===== src/design/remap_pkg.sv =====
// Shared constants for the remapping fault check block.
// Assumes one 200 MHz clock and an APB register port.
package remap_pkg;
  // ==========================================================
  // Fault reason codes
  localparam logic [3:0] FR_NONE         = 4'h0;
  localparam logic [3:0] FR_ROOT_ABSENT  = 4'h1;
  localparam logic [3:0] FR_CTX_ABSENT   = 4'h2;
  localparam logic [3:0] FR_CTX_INVALID  = 4'h3;
  localparam logic [3:0] FR_ADDR_RANGE   = 4'h4;
  localparam logic [3:0] FR_NO_WRITE     = 4'h5;
  localparam logic [3:0] FR_NO_READ      = 4'h6;
  localparam logic [3:0] FR_PTE_FETCH    = 4'h7;
  localparam logic [3:0] FR_ROOT_FETCH   = 4'h8;
  localparam logic [3:0] FR_CTX_FETCH    = 4'h9;
  localparam logic [3:0] FR_ROOT_RSVD    = 4'ha;
  localparam logic [3:0] FR_CTX_RSVD     = 4'hb;
  localparam logic [3:0] FR_PTE_RSVD     = 4'hc;
  // ==========================================================
  // Request, completion and address width encodings
  localparam logic [1:0] AT_UNTRANSLATED = 2'b00;
  localparam logic [2:0] CPL_SUCCESS     = 3'h0;
  localparam logic [2:0] CPL_UNSUPPORTED = 3'h1;
  localparam logic [6:0] AGAW_BASE       = 7'h1e;
  localparam logic [6:0] AGAW_STEP       = 7'h09;
  localparam logic [6:0] ADDR_BITS_MAX   = 7'h40;
  // ==========================================================
  // Register map
  localparam logic [7:0] CTRL_OFS        = 8'h00;
  localparam logic [7:0] STATUS_OFS      = 8'h04;
  localparam logic [7:0] FAULT_CNT_OFS   = 8'h08;
  localparam logic [7:0] PASS_CNT_OFS    = 8'h0c;
  localparam int         CTRL_NONFATAL   = 0;
  localparam int         CTRL_AER        = 1;
  localparam int         CTRL_ZLR        = 2;
  localparam int         CTRL_MGW_LSB    = 8;
  localparam int         STAT_QUAL       = 4;
  localparam int         STAT_SEEN       = 8;
  localparam logic [2:0] CTRL_FLAGS_RST  = 3'h5;
  // ==========================================================
  // Decision stage states
  typedef enum logic [2:0] {
    ST_IDLE = 3'b001,
    ST_PASS = 3'b010,
    ST_CPL  = 3'b100
  } stage_e;
endpackage


===== src/design/dma_remap_fault_check.sv =====
// Fault check and blocking stage of the address remapping unit.
// Assumes the page walk has already resolved every status input
// presented with a request, and an APB master for the registers.
`timescale 1ns/1ps
`default_nettype none
module dma_remap_fault_check #(
  parameter int         MAX_GUEST_WIDTH = 48,
  parameter logic [4:0] AW_SUPPORTED    = 5'h04,
  parameter logic [3:0] TT_SUPPORTED    = 4'h1,
  parameter int         WALK_LEVELS     = 4
) (
  input  wire logic                   clk,
  input  wire logic                   reset,
  input  wire logic                   psel,
  input  wire logic                   penable,
  input  wire logic                   pwrite,
  input  wire logic [7:0]             paddr,
  input  wire logic [31:0]            pwdata,
  output logic                        pready,
  output logic      [31:0]            prdata,
  output logic                        pslverr,
  input  wire logic                   req_valid,
  output logic                        req_ready,
  input  wire logic [63:0]            req_addr,
  input  wire logic [1:0]             req_at,
  input  wire logic                   req_write,
  input  wire logic                   req_atomic,
  input  wire logic                   req_pcie,
  input  wire logic                   req_zero_len,
  input  wire logic                   req_fatal_err,
  input  wire logic                   root_table_base_err,
  input  wire logic                   root_present,
  input  wire logic                   root_rsvd_nz,
  input  wire logic                   ctx_table_pointer_err,
  input  wire logic                   ctx_present,
  input  wire logic                   ctx_rsvd_nz,
  input  wire logic [2:0]             domain_width_field,
  input  wire logic [1:0]             ctx_tt,
  input  wire logic                   table_root_pointer_err,
  input  wire logic                   fault_report_disable,
  input  wire logic                   pte_fetch_err,
  input  wire logic [WALK_LEVELS-1:0] walk_read,
  input  wire logic [WALK_LEVELS-1:0] walk_write,
  input  wire logic [WALK_LEVELS-1:0] walk_used,
  input  wire logic                   pte_rsvd_nz,
  output logic                        pass_valid,
  input  wire logic                   pass_ready,
  output logic      [63:0]            pass_addr,
  output logic                        pass_write,
  output logic                        cpl_valid,
  input  wire logic                   cpl_ready,
  output logic      [2:0]             cpl_status,
  output logic                        cpl_pcie,
  output logic                        fault_valid,
  output logic      [3:0]             fault_reason,
  output logic                        fault_qualified,
  output logic                        fault_report,
  output logic                        err_nonfatal,
  output logic                        aer_range,
  output logic                        hw_error,
  output logic                        cache_fill,
  output logic                        cache_read,
  output logic                        cache_write
);
  // ==========================================================
  // Elaboration checks
  if (MAX_GUEST_WIDTH < 30 || MAX_GUEST_WIDTH > 64 || WALK_LEVELS < 1 || WALK_LEVELS > 6) begin : g_bad
    $error("dma_remap_fault_check: unsupported parameter value");
  end

  localparam logic [6:0] MGW_RST = 7'(MAX_GUEST_WIDTH);

  // ==========================================================
  // Registers and state
  logic [2:0]  ctrl_flags;
  logic [6:0]  mgw;
  logic [3:0]  last_reason;
  logic        last_qual;
  logic        fault_seen;
  logic [31:0] fault_cnt;
  logic [31:0] pass_cnt;
  remap_pkg::stage_e state;
  remap_pkg::stage_e next_state;

  logic        accept;
  logic        checked;
  logic [3:0]  cls_reason;
  logic        cls_qual;
  logic        blocked;
  logic        stage_done;
  logic        apb_wr;
  logic        apb_rd;
  logic        perm_r;
  logic        perm_w;

  // Clamp software width to the hardware maximum
  fault_classify u_classify (
    .addr                   (req_addr),
    .is_write               (req_write),
    .is_atomic              (req_atomic),
    .zero_len               (req_zero_len),
    .zero_len_read_support  (ctrl_flags[remap_pkg::CTRL_ZLR]),
    .max_guest_width        (mgw > MGW_RST ? MGW_RST : mgw),
    .aw_supported           (AW_SUPPORTED),
    .tt_supported           (TT_SUPPORTED),
    .root_table_base_err    (root_table_base_err),
    .root_present           (root_present),
    .root_rsvd_nz           (root_rsvd_nz),
    .ctx_table_pointer_err  (ctx_table_pointer_err),
    .ctx_present            (ctx_present),
    .ctx_rsvd_nz            (ctx_rsvd_nz),
    .domain_width_field     (domain_width_field),
    .ctx_tt                 (ctx_tt),
    .table_root_pointer_err (table_root_pointer_err),
    .pte_fetch_err          (pte_fetch_err),
    .pte_read               (perm_r),
    .pte_write              (perm_w),
    .pte_rsvd_nz            (pte_rsvd_nz),
    .reason                 (cls_reason),
    .qualified              (cls_qual)
  );

  // ==========================================================
  // Request decision
  // Effective permissions: unused levels do not restrict
  assign perm_r     = &(walk_read | ~walk_used);
  assign perm_w     = &(walk_write | ~walk_used);
  assign checked    = (req_at == remap_pkg::AT_UNTRANSLATED);
  assign blocked    = checked && (cls_reason != remap_pkg::FR_NONE);
  assign stage_done = (state == remap_pkg::ST_IDLE)
                   || (state == remap_pkg::ST_PASS && pass_ready)
                   || (state == remap_pkg::ST_CPL && cpl_ready);
  assign req_ready  = stage_done;
  assign accept     = req_valid && req_ready;

  // Stage state: faulting writes never leave idle, so they vanish
  always_comb begin
    next_state = state;
    case (state)
      remap_pkg::ST_IDLE, remap_pkg::ST_PASS, remap_pkg::ST_CPL: begin
        if (stage_done)
          next_state = remap_pkg::ST_IDLE;
        if (accept && req_fatal_err)
          next_state = req_write ? remap_pkg::ST_IDLE : remap_pkg::ST_CPL;
        else if (accept && !blocked)
          next_state = remap_pkg::ST_PASS;
        else if (accept && !req_write)
          next_state = remap_pkg::ST_CPL;
        else if (accept)
          next_state = remap_pkg::ST_IDLE;
      end
      default: next_state = remap_pkg::ST_IDLE;
    endcase
  end

  always_ff @(posedge clk) begin
    if (reset)
      state <= remap_pkg::ST_IDLE;
    else
      state <= next_state;
  end

  // Forwarded request payload
  always_ff @(posedge clk) begin
    if (reset) begin
      pass_addr  <= 64'h0;
      pass_write <= 1'b0;
      cpl_pcie   <= 1'b0;
    end else if (accept) begin
      pass_addr  <= req_addr;
      pass_write <= req_write;
      cpl_pcie   <= req_pcie;
    end
  end

  assign pass_valid = (state == remap_pkg::ST_PASS);
  assign cpl_valid  = (state == remap_pkg::ST_CPL);
  // Any error completion reports Unsupported Request; no data returned
  assign cpl_status = remap_pkg::CPL_UNSUPPORTED;

  // ==========================================================
  // Fault and error outputs, one pulse in the cycle after acceptance
  always_ff @(posedge clk) begin
    if (reset) begin
      fault_valid     <= 1'b0;
      fault_reason    <= remap_pkg::FR_NONE;
      fault_qualified <= 1'b0;
      fault_report    <= 1'b0;
      hw_error        <= 1'b0;
      aer_range       <= 1'b0;
    end else begin
      fault_valid     <= accept && blocked && !req_fatal_err;
      fault_reason    <= accept ? cls_reason : remap_pkg::FR_NONE;
      fault_qualified <= accept && cls_qual;
      fault_report    <= accept && blocked && !req_fatal_err
                         && !(cls_qual && fault_report_disable);
      hw_error        <= accept && req_fatal_err;
      aer_range       <= accept && blocked && !req_fatal_err && req_pcie
                         && cls_reason == remap_pkg::FR_ADDR_RANGE
                         && ctrl_flags[remap_pkg::CTRL_AER];
    end
  end

  // Non-fatal message goes out the cycle after a PCIe error completion leaves
  always_ff @(posedge clk) begin
    if (reset)
      err_nonfatal <= 1'b0;
    else
      err_nonfatal <= cpl_valid && cpl_ready && cpl_pcie
                      && ctrl_flags[remap_pkg::CTRL_NONFATAL];
  end

  // Translation cache fill for successful untranslated walks
  always_ff @(posedge clk) begin
    if (reset) begin
      cache_fill  <= 1'b0;
      cache_read  <= 1'b0;
      cache_write <= 1'b0;
    end else begin
      cache_fill  <= accept && checked && !blocked && !req_fatal_err;
      cache_read  <= perm_r;
      cache_write <= perm_w;
    end
  end

  // ==========================================================
  // APB slave, zero wait states
  assign apb_wr  = psel && penable && pwrite;
  assign apb_rd  = psel && penable && !pwrite;
  assign pready  = 1'b1;
  assign pslverr = psel && penable && (paddr > remap_pkg::PASS_CNT_OFS || paddr[1:0] != 2'b00);

  always_ff @(posedge clk) begin
    if (reset) begin
      ctrl_flags <= remap_pkg::CTRL_FLAGS_RST;
      mgw        <= MGW_RST;
    end else if (apb_wr && paddr == remap_pkg::CTRL_OFS) begin
      ctrl_flags <= pwdata[2:0];
      mgw        <= pwdata[remap_pkg::CTRL_MGW_LSB +: 7];
    end
  end

  // Last fault snapshot; a new fault wins over a software clear
  always_ff @(posedge clk) begin
    if (reset) begin
      last_reason <= remap_pkg::FR_NONE;
      last_qual   <= 1'b0;
      fault_seen  <= 1'b0;
    end else if (fault_valid) begin
      last_reason <= fault_reason;
      last_qual   <= fault_qualified;
      fault_seen  <= 1'b1;
    end else if (apb_wr && paddr == remap_pkg::STATUS_OFS && pwdata[remap_pkg::STAT_SEEN]) begin
      fault_seen  <= 1'b0;
    end
  end

  // Counters clear on a write to their own offset; a same-cycle event still counts
  always_ff @(posedge clk) begin
    if (reset) begin
      fault_cnt <= 32'h0;
      pass_cnt  <= 32'h0;
    end else begin
      if (apb_wr && paddr == remap_pkg::FAULT_CNT_OFS)
        fault_cnt <= {31'h0, fault_valid};
      else if (fault_valid)
        fault_cnt <= fault_cnt + 32'h1;
      if (apb_wr && paddr == remap_pkg::PASS_CNT_OFS)
        pass_cnt <= {31'h0, pass_valid && pass_ready};
      else if (pass_valid && pass_ready)
        pass_cnt <= pass_cnt + 32'h1;
    end
  end

  always_comb begin
    prdata = 32'h0;
    if (apb_rd) begin
      case (paddr)
        remap_pkg::CTRL_OFS:      prdata = {17'h0, mgw, 5'h0, ctrl_flags};
        remap_pkg::STATUS_OFS:    prdata = {23'h0, fault_seen, 3'h0, last_qual, last_reason};
        remap_pkg::FAULT_CNT_OFS: prdata = fault_cnt;
        remap_pkg::PASS_CNT_OFS:  prdata = pass_cnt;
        default:                  prdata = 32'h0;
      endcase
    end
  end
endmodule
`default_nettype wire


===== src/design/fault_classify.sv =====
// Combinational fault classifier for one untranslated request.
// Assumes walk status inputs are valid with the request.
`timescale 1ns/1ps
`default_nettype none
module fault_classify (
  input  wire logic [63:0] addr,
  input  wire logic        is_write,
  input  wire logic        is_atomic,
  input  wire logic        zero_len,
  input  wire logic        zero_len_read_support,
  input  wire logic [6:0]  max_guest_width,
  input  wire logic [4:0]  aw_supported,
  input  wire logic [3:0]  tt_supported,
  input  wire logic        root_table_base_err,
  input  wire logic        root_present,
  input  wire logic        root_rsvd_nz,
  input  wire logic        ctx_table_pointer_err,
  input  wire logic        ctx_present,
  input  wire logic        ctx_rsvd_nz,
  input  wire logic [2:0]  domain_width_field,
  input  wire logic [1:0]  ctx_tt,
  input  wire logic        table_root_pointer_err,
  input  wire logic        pte_fetch_err,
  input  wire logic        pte_read,
  input  wire logic        pte_write,
  input  wire logic        pte_rsvd_nz,
  output logic      [3:0]  reason,
  output logic             qualified
);
  // ==========================================================
  // Helpers
  function automatic logic [6:0] agaw_of(input logic [2:0] w);
    agaw_of = remap_pkg::AGAW_BASE + 7'(w) * remap_pkg::AGAW_STEP;
    if (agaw_of > remap_pkg::ADDR_BITS_MAX)
      agaw_of = remap_pkg::ADDR_BITS_MAX;
  endfunction

  function automatic logic above_width(input logic [63:0] a, input logic [6:0] x);
    above_width = (x >= remap_pkg::ADDR_BITS_MAX) ? 1'b0 : |(a >> x);
  endfunction

  logic [6:0] dom_bits;
  logic [6:0] lim_bits;
  logic       aw_bad;
  logic       is_read;
  assign dom_bits = agaw_of(domain_width_field);
  assign lim_bits = (dom_bits < max_guest_width) ? dom_bits : max_guest_width;
  assign aw_bad   = (domain_width_field > 3'h4) || !aw_supported[domain_width_field];
  assign is_read  = !is_write;

  // ==========================================================
  // Walk order decides priority: earliest structure faults first
  always_comb begin
    reason    = remap_pkg::FR_NONE;
    qualified = 1'b0;
    if (root_table_base_err) begin
      reason = remap_pkg::FR_ROOT_FETCH;
    end else if (!root_present) begin
      reason = remap_pkg::FR_ROOT_ABSENT;
    end else if (root_rsvd_nz) begin
      reason = remap_pkg::FR_ROOT_RSVD;
    end else if (ctx_table_pointer_err) begin
      reason = remap_pkg::FR_CTX_FETCH;
    end else if (!ctx_present) begin
      reason    = remap_pkg::FR_CTX_ABSENT;
      qualified = 1'b1;
    end else if (ctx_rsvd_nz) begin
      reason    = remap_pkg::FR_CTX_RSVD;
      qualified = 1'b1;
    end else if (aw_bad || !tt_supported[ctx_tt] || table_root_pointer_err) begin
      reason    = remap_pkg::FR_CTX_INVALID;
      qualified = 1'b1;
    end else if (above_width(addr, lim_bits)) begin
      reason    = remap_pkg::FR_ADDR_RANGE;
      qualified = 1'b1;
    end else if (pte_fetch_err) begin
      reason    = remap_pkg::FR_PTE_FETCH;
      qualified = 1'b1;
    end else if (pte_rsvd_nz && (pte_read || pte_write)) begin
      reason    = remap_pkg::FR_PTE_RSVD;
      qualified = 1'b1;
    end else if ((is_write || is_atomic) && !pte_write) begin
      reason    = remap_pkg::FR_NO_WRITE;
      qualified = 1'b1;
    end else if ((is_read || is_atomic) && !pte_read
                 && !(zero_len && zero_len_read_support && !is_atomic && pte_write)) begin
      reason    = remap_pkg::FR_NO_READ;
      qualified = 1'b1;
    end
  end
endmodule
`default_nettype wire


===== config.mk =====
export PLATFORM = sky130hd
export DESIGN_NAME = dma_remap_fault_check
export DESIGN_NICKNAME = d
export VERILOG_FILES = /design/src/design/remap_pkg.sv /design/src/design/dma_remap_fault_check.sv /design/src/design/fault_classify.sv
export SDC_FILE = /design/constraint.sdc
export NUM_CORES = 1
export LEC_CHECK = 0
export BUFFER_PORTS_ARGS = -buffer_cell sky130_fd_sc_hd__buf_2
export CAP_MARGIN = 20
export CORE_ASPECT_RATIO = 2
export CORE_MARGIN = 2
export CORE_UTILIZATION = 59
export CTS_CLUSTER_DIAMETER = 30
export DETAILED_ROUTE_END_ITERATION = 10
export PLACE_DENSITY = 0.95
export REMOVE_ABC_BUFFERS = 1
export SYNTH_ARGS = -nofsm -noshare
export SYNTH_HDL_FRONTEND = slang
export SYNTH_SLANG_ARGS = --single-unit

===== constraint.sdc =====
create_clock -name clk -period 13.15 [get_ports clk]
set_input_delay 0 -clock clk [delete_from_list [all_inputs] [get_ports clk]]
set_output_delay 0 -clock clk [all_outputs]
set_load 0.02 [all_outputs]

# Yosys cells after proc, flatten, opt, wreduce, memory -nomap -nowiden
# Memories as Yosys holds them, arrays and structs flattened.
# Index checks and enable logic that the tools add are counted.
# Widths: inputs -> output; s select.
[word_totals] reg_bits=162 romBits=8 input_bits=146 output_inout_bits=119 wordCells=166 mem_count=1
[classes] n_addsub=3 n_mul=1 magnitude_cmp=8 n_eq_ne=7 n_shift=1 n_mux=45 bitwise_logic=5 reduce_logical=72
[memory_table] name="(name not given)" depth=8 width=1 read_ports=1 rd_clocked_by_memory_dff=0 write_ports=0 line="fault_classify.sv:48" text="assign aw_bad = (domain_width_field > 3'h4) || !aw_supported[domain_width_field];"
[ops] cell="$pmux 32 s4" n=1
[ops] cell="$add 32x1->32 const B" n=2
[ops] cell="$reduce_or 64->1" n=1
[ops] cell="$shr 64x7->64" n=1
[ops] cell="$mux 4" n=11
[ops] cell="$logic_and 1x1->1" n=36
[ops] cell="$mux 32" n=1
[ops] cell="$mux 1" n=21
[ops] cell="$mux 3" n=7
[ops] cell="$mux 7" n=3
[ops] cell="$eq 8x4->1 const B" n=2
[ops] cell="$logic_not 1->1" n=11
[ops] cell="$logic_or 1x1->1" n=9
[ops] cell="$eq 8x3->1 const B" n=1
[ops] cell="$gt 8x4->1 const B" n=1
[ops] cell="$logic_not 8->1" n=1
[ops] cell="$or 4x4->4" n=2
[ops] cell="$reduce_and 4->1" n=2
[ops] cell="$reduce_bool 2->1" n=4
[ops] cell="$reduce_or 2->1" n=4
[ops] cell="$add 5x7->7 const A" n=1
[ops] cell="$ge 7x7->1 const B" n=1
[ops] cell="$gt 7x6->1 const B" n=1
[ops] cell="$gt 7x7->1 const B" n=1
[ops] cell="other kinds (16)" n=17

# Depth between registers and ports, before layout
[depth] word_depth=25 depth_mapped=25

# Hierarchy
# From an unflattened synthesis, not the netlist that was laid out.
[hier_totals] hier_cells=1337 area_unflattened_um2=10114.7
[by_module_without_submodules] module="dma_remap_fault_check" n_inst=1 cells_each=911 area_per_inst_um2=7328.3
[by_module_without_submodules] module="fault_classify" n_inst=1 cells_each=426 area_per_inst_um2=2786.4

# Worst setup path before layout
# Ideal clock, no wire load.
[synth_timing] kind="input port to flip-flop" startpoint="input domain_width_field[2]" endpoint="register fault_reason[3]" arrival_time_ps=4588 t_required_ps=13062 path_slack_ps=8474 cell_stages=22 n_path_buf=1 cell_sequence="inv_1 -> ha_1 -> inv_1 -> ha_1 -> inv_1 -> fa_1 -> nor2_1 -> ha_1 -> and4_2 -> a221oi_4 -> nand3_4 -> o21ai_2 -> buf_6 -> mux2i_1 -> mux2i_1 -> mux2_2 -> or3_2 -> a311o_1 -> nor4_2 -> o22ai_1 -> a21o_1 -> a311oi_2"
[synth_between] elab_chain_cells=17 word_cells_on_any_way=25
[synth_lines] element="start, declared" line="dma_remap_fault_check.sv:37" text="input wire logic [2:0] domain_width_field,"
[synth_lines] element="$mul 3x4->7" line="fault_classify.sv:33" text="agaw_of = remap_pkg::AGAW_BASE + 7'(w) * remap_pkg::AGAW_STEP;"
[synth_lines] element="$add 5x7->7" line="fault_classify.sv:33"
[synth_lines] element="$gt 7x7->1" line="fault_classify.sv:34" text="if (agaw_of > remap_pkg::ADDR_BITS_MAX)"
[synth_lines] element="$mux 7" line="fault_classify.sv:34"
[synth_lines] element="$lt 7x7->1" line="fault_classify.sv:47" text="assign lim_bits = (dom_bits < max_guest_width) ? dom_bits : max_guest_width;"
[synth_lines] element="$mux 7" line="fault_classify.sv:47"
[synth_lines] element="$shr 64x7->64" line="fault_classify.sv:39" text="above_width = (x >= remap_pkg::ADDR_BITS_MAX) ? 1'b0 : |(a >> x);"
[synth_lines] element="$reduce_or 64->1" line="fault_classify.sv:39"
[synth_lines] element="$mux 1" line="fault_classify.sv:39"
[synth_lines] element="$mux 4" line="fault_classify.sv:73" text="end else if (above_width(addr, lim_bits)) begin"
[synth_lines] element="$mux 4 (*)" line="fault_classify.sv:70" text="end else if (aw_bad || !tt_supported[ctx_tt] || table_root_pointer_err) begin"
[synth_lines] element="$mux 4 (*)" line="fault_classify.sv:67" text="end else if (ctx_rsvd_nz) begin"
[synth_lines] element="$mux 4 (*)" line="fault_classify.sv:64" text="end else if (!ctx_present) begin"
[synth_lines] element="$mux 4 (*)" line="fault_classify.sv:62" text="end else if (ctx_table_pointer_err) begin"
[synth_lines] element="$mux 4 (*)" line="fault_classify.sv:60" text="end else if (root_rsvd_nz) begin"
[synth_lines] element="$mux 4 (*)" line="fault_classify.sv:58" text="end else if (!root_present) begin"
[synth_lines] element="$mux 4 (*)" line="fault_classify.sv:56" text="if (root_table_base_err) begin"
[synth_lines] element="end signal, assigned" line="dma_remap_fault_check.sv:186" text="fault_reason <= remap_pkg::FR_NONE;"
[synth_lines] element="end signal, assigned" line="dma_remap_fault_check.sv:193" text="fault_reason <= accept ? cls_reason : remap_pkg::FR_NONE;"
[synth_lines] element="end, declared" line="dma_remap_fault_check.sv:55" text="output logic [3:0] fault_reason,"
# Every way passes the cells marked *; elsewhere a longest branch is shown, timed or not. The select of a mux whose other input is x is not followed.
# A chain may end at the register's enable or synchronous reset.

# Worst setup path in the final report
[layout_timing] startpoint="register mgw[4]" endpoint="register fault_reason[1]"
[layout_between] elab_chain_cells=15 word_cells_on_any_way=16
[layout_lines] element="start, declared" line="dma_remap_fault_check.sv:76" text="logic [6:0] mgw;"
[layout_lines] element="start signal, assigned" line="dma_remap_fault_check.sv:239" text="mgw <= pwdata[remap_pkg::CTRL_MGW_LSB +: 7];"
[layout_lines] element="$gt 7x6->1" line="dma_remap_fault_check.sv:103" text=".max_guest_width (mgw > MGW_RST ? MGW_RST : mgw),"
[layout_lines] element="$mux 7 (*)" line="dma_remap_fault_check.sv:103"
[layout_lines] element="$lt 7x7->1" line="fault_classify.sv:47"
[layout_lines] element="$mux 7 (*)" line="fault_classify.sv:47"
[layout_lines] element="$shr 64x7->64" line="fault_classify.sv:39"
[layout_lines] element="$reduce_or 64->1" line="fault_classify.sv:39"
[layout_lines] element="$mux 1 (*)" line="fault_classify.sv:39"
[layout_lines] element="$mux 4 (*)" line="fault_classify.sv:73"
[layout_lines] element="$mux 4 (*)" line="fault_classify.sv:70"
[layout_lines] element="$mux 4 (*)" line="fault_classify.sv:67"
[layout_lines] element="$mux 4 (*)" line="fault_classify.sv:64"
[layout_lines] element="$mux 4 (*)" line="fault_classify.sv:62"
[layout_lines] element="$mux 4 (*)" line="fault_classify.sv:60"
[layout_lines] element="$mux 4 (*)" line="fault_classify.sv:58"
[layout_lines] element="$mux 4 (*)" line="fault_classify.sv:56"
# Every way passes the cells marked *; elsewhere a longest branch is shown, timed or not.

==> results.py <==
metrics = {
    "outcome": {
        "status": "completed",
    },
    "routing": {
        "ant_nets": 0,
        "drc": 0,
        "wl_met2_mm": 22.4,
        "vias_per_cell": 6.79,
        "wirelength_met1_mm": 13.9,
        "wl_met3_mm": 3.67,
        "drt_iter0_drc": 1049,
        "wl_mm": 43.7,
        "via_count": 13058,
        "post_drt_wl_per_cell_um": 22.7,
        "drtPass1Iterations": 7,
        "top_layer_used": "met5",
    },
    "timing": {
        "fin_crit_sh_pct": 56.6,
        "final.min_clock_period_ns": 7.45,
        "hold_violations": 0,
        "finClkSkew_ns": 0.0121,
        "fmax_mhz": 134,
        "timing.setup.tns_ns": 0,
        "rsz0062_at_grt": "no",
        "slew_viol_final": 0,
        "setup_viol": 0,
        "slew_headroom_pct": 17.3,
        "tightest_slew_ns": 1.24,
    },
    "clocking": {
        "cts.repair.resized": 0,
        "cts_root_buf": "clkbuf_16",
        "tritoncts": "yes",
        "cts_max_path_buffers": 2,
        "insertion_delay_ns": 0.44,
        "clkTransAtPathRegs_ns": 0.07,
        "numCtsBuffers": 17,
        "clock_sinks": 162,
        "h-tree-depth": 4,
    },
    "final_layout": {
        "layout_common_cells": "buf_2 (238), nand2_1 (233), dfxtp_1 (162)",
        "final_common_cell": "buf_2",
        "nNetsFinal": 1860,
        "drive_above_1_share_pct": 20.5,
        "post-route-util_pct": 75.9,
        "fill_cells": 1224,
        "multiInputGateArea_um2": 6920,
        "fin_area_um2": 13500,
        "seqCellArea_um2": 3240,
        "area_growth_pct": 26.0,
    },
    "critical_path": {
        "cp_data_required_time_ns": 13.52,
        "endpoint_kind": "flop",
        "critPathMaxFanout": 21,
        "crit_family": "compound AO/OA/AOI/OAI gates",
        "path_cells": "a21oi_2 > and2_1 > clkinv_1 > ha_1 > a21oi_1 > o221ai_2 > nor2_2 > o211a_1 > buf_4 > nand2_1 > o21ai_0 > o311ai_1 > a2111oi_0 > a21oi_1 > nor4_2 > o22ai_1 > a21o_1 > a21oi_1 > dlygate4sd3_1",
        "slowest_stage": "a2111oi_0",
        "critPathKind": "flop to flop",
        "startpoint": "mgw[4]",
        "critPathArrivalTime_ns": 7.82,
        "crit_path_frequent_cell": "a21oi_1",
        "cpPeakStageDelay_ns": 0.70,
        "crit_buf_inv": 3,
        "startpoint_type": "flop",
        "crit-reg2reg-launch": "mgw[4]",
        "reg2reg_setup_slack_ns": 5.70,
    },
    "power_and_ir_drop": {
        "finalPower_mw": 1.40,
        "p_per_area_nw_per_um2": 104,
        "leakage_nw": 5.55,
        "ir_drop_uv": 69.8,
    },
    "logic_synthesis": {
        "synth.area.top_cells": "dfxtp_1 (30%), nand2_1 (8.2%), a21oi_1 (5.8%)",
        "ys_types": 111,
        "netlist_instances": 1402,
        "synth-async-reset-ratio_pct": 0,
        "synth_edf_count": 0,
        "synth_top_cell_by_area": "dfxtp_1",
        "syn_avg_cell_area_um2": 7.64,
        "synthFlopType": "dfxtp_1",
        "synth_warnings": 0,
        "netlist_area_um2": 10700,
        "ys_seq_elements": 162,
        "ys_seq_area_share_pct": 30.3,
        "synth_top_cell_area_share_pct": 30.3,
    },
    "place": {
        "dp_hpwl_mm": 29.2,
        "postPlaceCellArea_um2": 11900,
        "finalWeightedCongestion": 1.07,
        "port_buffers": 238,
    },
    "floorplanning": {
        "core-area_um2": 17800,
        "die_height_um": 195,
        "rows": 69,
        "io_pins": 265,
        "die_x_um": 99.3,
        "initial_utilization_pct": 60.3,
        "die_area_um2": 19300,
    },
    "grt": {
        "grt_pass1_wl_mm": 68.2,
        "grt_max_degree": 73,
        "grt_pass1_vias": 13241,
        "antenna_found_initial": 2,
        "grtUsageTotal_pct": 44.2,
        "grt_overflow": 0,
    },
    "job": {
        "cap_violations": 0,
    },
    "min_path": {
        "hold_class": "primary input to flop",
        "hp-start": "walk_used[1]",
    },
}
==> kinds of logic (layout without fill, tap and decap cells) <==
| kind of cell | after synthesis | in the layout | share of synthesized area, % |
|---|---|---|---|
| simple gates | 645 | 645 | 28.5 |
| compound gates | 349 | 349 | 22.9 |
| flops | 162 | 162 | 30.3 |
| buf+inv | 111 | 416 | 5.32 |
| xor+xnor | 60 | 60 | 4.90 |
| mux | 57 | 57 | 6.08 |
| fa+ha+maj | 16 | 16 | 1.94 |
| other cells | 2 | 6 | 0.0701 |
==> metal layers <==
layer  GRT usage [%]  vias to the layer above
met3            9.17                      330
met5               0                        -
met1            44.1                     6056
li1                -                     5688
met4            34.2                        4
met2            77.9                      980
==> area by class of cell <==
cell class / count / share of cell area (%)
Multi-Input combinational cell: 1132 / 51.3
Tap cell: 213 / 1.97
Antenna cell: 1 / 0.0185
Clock buffer: 19 / 3.36
Clock inverter: 12 / 1.08
Sequential cell: 162 / 24.0
Timing Repair Buffer: 359 / 17.6
Inverter: 26 / 0.723
==> state kept, by name, indices dropped and copies added (netlist names), 3 cells and up <==
name	cells
pass_cnt	32
pass_addr	64
ctrl_flags	3
state	3
fault_reason	4
mgw	7
fault_cnt	32
last_reason	4
==> cells in the mapped netlist (5+ instances only) <==
library cell	count
o21ai_0	56
nand3_1	89
nor4_1	11
nor2_1	139
o22ai_1	6
xor2_1	50
a311oi_1	5
a211oi_1	8
nand4_1	20
xnor2_1	10
nand2b_1	6
or3_1	12
nor2b_1	12
nor3_1	38
mux2_2	12
o221ai_1	7
clkbuf_1	51
and2_1	10
inv_1	24
buf_6	5
buf_2	11
o21a_1	5
a21oi_1	124
a31oi_1	14
clkbuf_8	6
and3_1	25
nand2_1	234
buf_4	7
ha_1	15
a22oi_1	16
a2111oi_0	6
nand4b_1	5
o211ai_1	12
mux2i_1	40
nand3b_1	9
dfxtp_1	162
or4_1	5
a21o_1	8
==> path summary, 6_finish.rpt <==
check	endpoint	cells past startpoint
setup reg to reg	fault_reason[1]	19
hold / removal	cache_write	4
setup / recovery	fault_reason[1]	19
hold reg to reg	pass_addr[0]	2
==> metrics by stage <==
step,setup slack [ns],instances,hold WS [ns]
floorplan,7.36,1320,0.0691
global placement,6.65,1788,0.220
detailed placement,6.55,1789,0.217
CTS,6.12,1923,0.00734
global route,5.32,1923,0.0354
finish,5.70,1924,0.0263
==> worst min-delay path: stages <==
cell and delay [ns]:
buf_2 0.10, a22oi_1 0.07, o221ai_1 0.17, nor2_1 0.06
==> report_power, final <==
| group | internal (mW) | leakage, nW | switching [mW] |
|---|---|---|---|
| Sequential | 0.513 | 1.32 | 0.0138 |
| Combinational | 0.126 | 3.95 | 0.232 |
| Clock | 0.293 | 0.286 | 0.222 |
| Total | 0.932 | 5.55 | 0.468 |
==> repair_timing <==
action,CTS,global route
hold buffers,103,0
endpoints found under the hold margin,95,0
setup buffers,0,0
Power figures use the tool's default switching activity.
